**config.mk**
```make
export PLATFORM = sky130hd
export DESIGN_NAME = bfg_guard
export DESIGN_NICKNAME = d
export VERILOG_FILES = /design/src/rtl/bfg_pkg.sv /design/src/rtl/bfg_guard.sv
export SDC_FILE = /design/constraint.sdc
export NUM_CORES = 1
export LEC_CHECK = 0
export BUFFER_PORTS_ARGS = -buffer_cell sky130_fd_sc_hd__buf_2
export CAP_MARGIN = 20
export CORE_ASPECT_RATIO = 2
export CORE_UTILIZATION = 48
export DETAILED_ROUTE_END_ITERATION = 10
export PLACE_DENSITY = 0.83
export SYNTH_ARGS = -nofsm -noshare
export SYNTH_HDL_FRONTEND = slang
export SYNTH_SLANG_ARGS = --single-unit
```
**constraint.sdc**
```tcl
create_clock -name mclk -period 2.7 [get_ports mclk]
set_input_delay 0.27 -clock mclk [delete_from_list [all_inputs] [get_ports mclk]]
set_output_delay 0.27 -clock mclk [all_outputs]
set_load 0.02 [all_outputs]
```
**src/rtl/bfg_pkg.sv**
```systemverilog
// Constants, types and register map of the boot flash section guard
// How it works
// - Store from application code is ignored
// - Boot code may program any page
// - Boot size fuses set section boundary
// - Concurrent-region programming keeps CPU running
// - Stalling-region programming halts CPU throughout
// - Concurrent region read-blocked while programming
// - Busy flag reads one while blocked
// - Boot section always inside stalling region
// - Lock bits only cleared by chip erase
// - General write lock ignored by store
// - General read/write lock ignored by loads/stores
// - Application lock field gates writes and reads
// - Application lock disables interrupts in application when vectors are in boot
// - Boot lock field gates writes and reads
// - Boot lock disables interrupts in boot when vectors are in application
`default_nettype none
package bfg_pkg;
	localparam int BFG_AW = 16;
	localparam int BFG_PAGE_W = 7;
	localparam int BFG_PG_AW = BFG_AW - BFG_PAGE_W;
	localparam logic [BFG_AW-1:0] BFG_STALLING_REGION_START = 16'hF000;
	localparam logic [BFG_AW:0] BFG_BOOT_MIN_WORDS = 17'h00200;
	// Lock register bit positions
	localparam int BFG_APP_B1 = 0;
	localparam int BFG_APP_B2 = 1;
	localparam int BFG_BOOT_B1 = 2;
	localparam int BFG_BOOT_B2 = 3;
	localparam logic [3:0] BFG_LOCK_ERASED = 4'hF;
	// Register offsets
	localparam logic [3:0] BFG_REG_CTRL = 4'h0;
	localparam logic [3:0] BFG_REG_STATUS = 4'h1;
	localparam logic [3:0] BFG_REG_IRQ_STAT = 4'h2;
	localparam logic [3:0] BFG_REG_IRQ_CLR = 4'h3;
	localparam logic [3:0] BFG_REG_IRQ_EN = 4'h4;
	localparam int BFG_CTRL_REEN = 0;
	// Interrupt event bits
	localparam int BFG_EV_DONE = 0;
	localparam int BFG_EV_LOCKED = 1;
	localparam int BFG_EV_APPSPM = 2;
	localparam int BFG_EV_LPMDENY = 3;
	localparam int BFG_NEV = 4;
	localparam logic [7:0] BFG_RD_ZERO = 8'h00;

	typedef enum logic [2:0] {
		BFG_IDLE = 3'b001,
		BFG_RWW = 3'b010,
		BFG_HALT = 3'b100
	} bfg_state_t;

	typedef enum logic [1:0] {
		BFG_OP_OTHER = 2'h0,
		BFG_OP_ERASE = 2'h1,
		BFG_OP_WRITE = 2'h2,
		BFG_OP_LOCKSET = 2'h3
	} bfg_op_t;

	// Store-program-memory request from the CPU
	typedef struct packed {
		logic valid;
		bfg_op_t op;
		logic [BFG_AW-1:0] pc;
		logic [BFG_AW-1:0] addr;
		logic [3:0] lockData;
	} bfg_spm_req_t;

	// Complete state of the guard
	typedef struct packed {
		bfg_state_t st;
		logic [BFG_PG_AW-1:0] page;
		logic erase;
		logic flashStart;
		logic rwwBusy;
		logic halt;
		logic [3:0] lock;
		logic lockLoaded;
		logic intDis;
		logic lpmOk;
		logic lpmNo;
		logic [BFG_NEV-1:0] irqStat;
		logic [BFG_NEV-1:0] irqEn;
		logic irq;
		logic [7:0] rdata;
	} bfg_regs_t;
endpackage
`default_nettype wire

```
**src/rtl/bfg_guard.sv**
```systemverilog
// Boot flash section guard: self-programming access control and CPU halt
//
// The address-and-strobe port and the register offsets were decided locally.
`timescale 1ns/100ps
`default_nettype none
module bfg_guard
	import bfg_pkg::*;
(
	// Clock and reset
	input wire logic mclk,
	input wire logic arst_n,
	// Fuses and nonvolatile lock image
	input wire logic [1:0] bootSizeFuses,
	input wire logic [3:0] lockNv,
	input wire logic vecInBoot,
	// Serial or parallel programming lock access
	input wire logic chipErase,
	input wire logic progLockWr,
	input wire logic [3:0] progLockData,
	// CPU store and load requests
	input wire bfg_spm_req_t store_program_memory_instr,
	input wire logic lpmReq,
	input wire logic [BFG_AW-1:0] lpmPc,
	input wire logic [BFG_AW-1:0] lpmAddr,
	input wire logic [BFG_AW-1:0] curPc,
	// Flash array
	input wire logic flashDone,
	output logic flashStart,
	output logic flashErase,
	output logic [BFG_PG_AW-1:0] flashPage,
	// CPU controls
	output logic cpuHalt,
	output logic rwwBlock,
	output logic lpmGrant,
	output logic lpmDeny,
	output logic intDisable,
	output logic irq,
	// Register port
	input wire logic [3:0] regAddr,
	input wire logic [7:0] regWdata,
	input wire logic regWr,
	input wire logic regRd,
	output logic [7:0] regRdata
);
	bfg_regs_t r;
	bfg_regs_t next_r;
	logic [BFG_AW:0] bootWords;
	logic [BFG_AW-1:0] rawStart;
	logic [BFG_AW-1:0] bootStart;
	logic spmInApp;
	logic tgtInApp;
	logic tgtInRww;
	logic wrLocked;
	logic lpmBlocked;
	logic [BFG_NEV-1:0] ev;

	// Section boundary from the fuses, clamped into the stalling region
	always_comb begin
		bootWords = BFG_BOOT_MIN_WORDS << (~bootSizeFuses);
		rawStart = BFG_AW'(~bootWords[BFG_AW-1:0] + 1'b1);
		bootStart = (rawStart < BFG_STALLING_REGION_START) ? BFG_STALLING_REGION_START : rawStart;
	end

	// Request classification
	always_comb begin
		spmInApp = store_program_memory_instr.pc < bootStart;
		tgtInApp = store_program_memory_instr.addr < bootStart;
		tgtInRww = store_program_memory_instr.addr < BFG_STALLING_REGION_START;
		// General lock modes are not inputs here, so they never restrict stores or loads
		wrLocked = tgtInApp ? !r.lock[BFG_APP_B1] : !r.lock[BFG_BOOT_B1];
		if (lpmPc >= bootStart && lpmAddr < bootStart) begin
			lpmBlocked = !r.lock[BFG_APP_B2];
		end else if (lpmPc < bootStart && lpmAddr >= bootStart) begin
			lpmBlocked = !r.lock[BFG_BOOT_B2];
		end else begin
			lpmBlocked = 1'b0;
		end
		if (r.rwwBusy && lpmAddr < BFG_STALLING_REGION_START) begin
			lpmBlocked = 1'b1;
		end
	end

	// Next state
	always_comb begin
		next_r = r;
		ev = '0;
		next_r.flashStart = 1'b0;
		next_r.lpmOk = 1'b0;
		next_r.lpmNo = 1'b0;
		next_r.rdata = BFG_RD_ZERO;
		// Lock image is taken once after reset release
		if (!r.lockLoaded) begin
			next_r.lock = lockNv;
			next_r.lockLoaded = 1'b1;
		end
		// Store requests
		if (store_program_memory_instr.valid && r.lockLoaded) begin
			if (spmInApp) begin
				ev[BFG_EV_APPSPM] = 1'b1;
			end else if (store_program_memory_instr.op == BFG_OP_LOCKSET) begin
				next_r.lock = r.lock & store_program_memory_instr.lockData;
			end else if ((store_program_memory_instr.op == BFG_OP_ERASE || store_program_memory_instr.op == BFG_OP_WRITE) && r.st == BFG_IDLE) begin
				if (wrLocked) begin
					ev[BFG_EV_LOCKED] = 1'b1;
				end else begin
					// Any page of the whole array is accepted from boot code
					next_r.page = store_program_memory_instr.addr[BFG_AW-1:BFG_PAGE_W];
					next_r.erase = store_program_memory_instr.op == BFG_OP_ERASE;
					next_r.flashStart = 1'b1;
					if (tgtInRww) begin
						next_r.st = BFG_RWW;
						next_r.rwwBusy = 1'b1;
					end else begin
						next_r.st = BFG_HALT;
						next_r.halt = 1'b1;
					end
				end
			end
		end
		// Programming-mode lock writes only program bits
		if (progLockWr) begin
			next_r.lock = next_r.lock & progLockData;
		end
		if (chipErase) begin
			next_r.lock = BFG_LOCK_ERASED;
		end
		// Operation end
		case (r.st)
			BFG_RWW: begin
				if (flashDone) begin
					next_r.st = BFG_IDLE;
					ev[BFG_EV_DONE] = 1'b1;
				end
			end
			BFG_HALT: begin
				if (flashDone) begin
					next_r.st = BFG_IDLE;
					next_r.halt = 1'b0;
					ev[BFG_EV_DONE] = 1'b1;
				end
			end
			default: begin
				next_r.st = next_r.st;
			end
		endcase
		// Program-memory reads
		if (lpmReq) begin
			next_r.lpmOk = !lpmBlocked;
			next_r.lpmNo = lpmBlocked;
			ev[BFG_EV_LPMDENY] = lpmBlocked;
		end
		// Interrupt masking while executing from a read-protected section
		next_r.intDis = (!r.lock[BFG_APP_B2] && vecInBoot && curPc < bootStart)
			|| (!r.lock[BFG_BOOT_B2] && !vecInBoot && curPc >= bootStart);
		// Register writes
		if (regWr) begin
			if (regAddr == BFG_REG_CTRL) begin
				// Busy flag cleared only when idle; a start in the same cycle wins
				if (regWdata[BFG_CTRL_REEN] && r.st == BFG_IDLE && next_r.st == BFG_IDLE) begin
					next_r.rwwBusy = 1'b0;
				end
			end else if (regAddr == BFG_REG_IRQ_CLR) begin
				next_r.irqStat = r.irqStat & ~regWdata[BFG_NEV-1:0];
			end else if (regAddr == BFG_REG_IRQ_EN) begin
				next_r.irqEn = regWdata[BFG_NEV-1:0];
			end
		end
		// Events win over a clear in the same cycle
		next_r.irqStat = next_r.irqStat | ev;
		next_r.irq = |(next_r.irqStat & next_r.irqEn);
		// Register reads
		if (regRd) begin
			if (regAddr == BFG_REG_STATUS) begin
				next_r.rdata = {r.lock, 1'b0, r.st != BFG_IDLE, r.halt, r.rwwBusy};
			end else if (regAddr == BFG_REG_IRQ_STAT) begin
				next_r.rdata = {{(8-BFG_NEV){1'b0}}, r.irqStat};
			end else if (regAddr == BFG_REG_IRQ_EN) begin
				next_r.rdata = {{(8-BFG_NEV){1'b0}}, r.irqEn};
			end else begin
				next_r.rdata = BFG_RD_ZERO;
			end
		end
	end

	// State register
	always_ff @(posedge mclk or negedge arst_n) begin
		if (!arst_n) begin
			r <= '{st: BFG_IDLE, lock: BFG_LOCK_ERASED, default: '0};
		end else begin
			r <= next_r;
		end
	end

	// Outputs straight from the state register
	assign flashStart = r.flashStart;
	assign flashErase = r.erase;
	assign flashPage = r.page;
	assign cpuHalt = r.halt;
	assign rwwBlock = r.rwwBusy;
	assign lpmGrant = r.lpmOk;
	assign lpmDeny = r.lpmNo;
	assign intDisable = r.intDis;
	assign irq = r.irq;
	assign regRdata = r.rdata;
endmodule
`default_nettype wire

```
==> results.yml <==
logic_synthesis:
  synthMuxAreaShare_pct: 8.06
  async_reset_ff_share_pct: 100
  synth_compound_area_share_pct: 16.7
  ys_seq_elements: 41
  post_synth.cell_area_avg_sq_um: 11.0
  synth-simple-area-share_pct: 14.4
  synth-edff-count: 0
  seq_area_frac_synth_pct: 40.3
  synth_cells: 233
  ys_dominant_reg_cell: "dfrtp_1"
  synth-xor-area-share_pct: 0.342
  ys_types: 52
  synth_fa_ha_area_share_pct: 13.2
  synth_top_family_by_area: "compound AO/OA/AOI/OAI gates"
  synth_warnings: 0
  netlist_area_sq_mm: 0.00256
floorplan:
  fp-row-count: 37
  core_area_sq_mm: 0.00514
  dieHeight_um: 105
  ios: 143
  start_util_pct: 49.8
  die_width_um: 53.7
  die-area_sq_mm: 0.00565
clock_tree:
  cts_tree: "done"
  holdBufCountCts: 0
  root_buffer: "clkbuf_8"
  clkLatencyLatePin_ns: 0.31
  post_cts_buffers: 0
  cts_made_buffers: 5
  cts_buffer_depth: 2
  clock-sinks: 41
  clk_pin_slew_worst_paths_ns: 0.08
  htreeDepth: 2
  ctsResizeCount: 0
outcome:
  status: "complete, no violations"
pwr:
  vdd_ir_drop_max_mv: 0.466
  powerDensity_mw_per_mm2: 651
  leakage_nw: 1.67
job:
  drv_cap: 0
setup_path:
  worstPathArrival_ns: 2.30
  worstPathMaxFanout: 14
  critical_path_class: "in2reg"
  worst_setup_path_end_kind: "flop"
  cp.required_ns: 2.93
  startpoint_type: "input port"
route:
  drt-wirelength-per-cell_um: 14.6
  drc: 0
  route.vias.total: 2068
  drt_wl_total_um: 5620
  drt-vias-per-instance: 5.36
  dr.pass1.iters: 6
  drt_iter0_markers: 30
  ant_nets: 0
sta:
  final-hold-violation-count: 0
  finalSetupViolCount: 0
  relSlewSlack_pct: 40.9
  period_needed_ns: 2.07
  max_clock_freq_mhz: 484
  drv_slew: 0
  worst_slew_pin_slew_ns: 0.887
  setup-tns-final_ns: 0
  fin_skew_ns: 0.00706
  timing.final.crit_share_pct: 76.5
  rsz0062_at_grt: "no"
  setup_ws_ns: 0.634
layout:
  postLayoutCoreUtil_pct: 60.9
  syn_to_final_growth_pct: 22.3
  layout.cells.non_filler: 386
  insertedDiodeCount: 0
  nets: 472
  drive_gt1_share_pct: 40.9
  final_area_sq_mm: 0.00313
grt:
  grt_max_degree: 42
  antenna_found_initial: 0
  grt_util_all_layers_pct: 22.9
  grt_pass1_vias: 2136
  grt_pass1_wl_um: 9340
  gr-total-overflow: 0
place:
  portBuffers: 95
  post_dp_cell_area_sq_mm: 0.00301
  dp_cells: 378
  dp_hpwl_um: 4710
  dp_slack_ns: 0.295
  gp_congestion: 0.878
worst_hold_path:
  min_path_type: "in2async"
## final timing paths
| path | start | to | slack [ns] | cells after the start |
|---|---|---|---|---|
| worst max-delay path | bootSizeFuses[1] | r[40]$_DFF_PN0_ | 0.63 | 9 |
| worst min-delay path | arst_n | flashPage[6]$_DFFE_PN0P_ | 0.08 | 1 |
| worst max register to register | r[38]$_DFF_PN1_ | r[40]$_DFF_PN0_ | 0.73 | 5 |
| worst min register to register | r[21]$_DFF_PN1_ | r[21]$_DFF_PN1_ | 0.49 | 2 |
| max in group asynchronous | arst_n | regRdata[3]$_DFF_PN0_ | 2.06 | 1 |
| min in group mclk | store_program_memory_instr[11] | flashPage[0]$_DFFE_PN0P_ | 0.19 | 2 |
## synth_stat cells (2+ instances only)
library cell  instances  share of area (%)
a22o_1                3                1.0
nor2b_1               5                1.2
o211ai_1              4                1.2
conb_1                2               0.29
dfrtp_1              36                 35
a22oi_1               3               0.88
buf_4                17                5.0
mux2_4               10                5.9
o211ai_2              2               0.98
a21oi_1              12                2.3
nand2b_1              8                2.0
o22a_1                2               0.68
and3_1                5                1.2
mux2_2                2               0.88
nor3_1                2               0.39
nand4_1               4               0.98
nor2_1                7                1.0
inv_1                 9                1.3
a21boi_0              3               0.88
o21ai_1               4               0.78
ha_1                 27                 13
o21ai_0               3               0.59
a311o_1               2               0.78
nand2_1              18                2.6
dfstp_2               5                5.1
mux2_1                3                1.3
a31oi_1              10                2.4
## cell usage in the layout (no fill, tap or decap), types with 2 or more instances in the layout
cell type,count
o22a_1,2
inv_1,9
o211ai_1,4
nor2_1,7
dfrtp_1,36
o211ai_2,2
and3_1,5
dfstp_2,5
o21ai_0,3
nor3_1,2
clkbuf_8,6
a31oi_1,10
o21ai_1,4
mux2_1,3
conb_1,11
a21oi_1,12
a21boi_0,3
mux2_2,2
a311o_1,2
mux2_4,10
a22o_1,3
ha_1,27
nand2b_1,8
buf_2,95
a22oi_1,3
nand4_1,4
nand2_1,18
nor2b_1,5
## layer usage
layer  vias up  global-route usage, %  share of wire (%)  routed length, um
li1       1011                      -                  -                  -
met1       977                   22.4                 35               1950
met2        70                   42.1                 58               3260
met3        10                   5.77                5.2                292
met4         0                   9.77                2.1                120
met5         -                      0                  0                  0
## logic make-up (layout without fill, tap and decap cells)
| logic type | Yosys count | after routing |
|---|---|---|
| multiplexers | 15 | 15 |
| AND/OR/NAND/NOR | 62 | 62 |
| other | 2 | 11 |
| buffers and inverters | 27 | 113 |
| XOR/XNOR | 1 | 1 |
| AO/OA/AOI/OAI | 58 | 58 |
| adder cells (fa/ha/maj) | 27 | 27 |
| flip-flops | 41 | 41 |
## registers in the layout (all words and copies together) (netlist names)
| name | count |
|---|---|
| irq | 1 |
| flashErase | 1 |
| rwwBlock | 1 |
| flashPage | 9 |
| r | 16 |
| intDisable | 1 |
| lpmDeny | 1 |
| regRdata | 8 |
| flashStart | 1 |
| cpuHalt | 1 |
| lpmGrant | 1 |
## where the power goes
group	leakage [nW]	total [mW]	switching, mW	internal (mW)
combinational	1.10	0.658	0.359	0.298
clock	0.0574	0.522	0.222	0.300
sequential	0.516	0.860	0.0966	0.764
## worst max-delay path, stage by stage
cell and delay, ns:
buf_2 0.10, nand2_1 0.15, ha_1 0.32, o211ai_1 0.21, a21oi_1 0.11, o211ai_2 0.25
nand4_4 0.34, a311o_1 0.40, a21oi_1 0.15
## stage by stage
| step | hold slack, ns | power [mW] |
|---|---|---|
| final | 0.0765 | 2.04 |
| after global routing | 0.143 | 2.16 |
| after CTS | 0.102 | 2.06 |
| after detailed placement | 0.439 | 1.54 |
| after global placement | 0.430 | 1.51 |
| after floorplan | -0.0256 | 1.36 |
## final cells by class
class	count	area (sq um)
multi-input cells	174	1390
inverters	9	33.8
fillers	446	2010
repair buffers	96	483
well taps	58	72.6
flip-flops and latches	41	1030
clock buffers	6	82.6
clock inverters	2	37.5
Power figures use the tool's default switching activity.
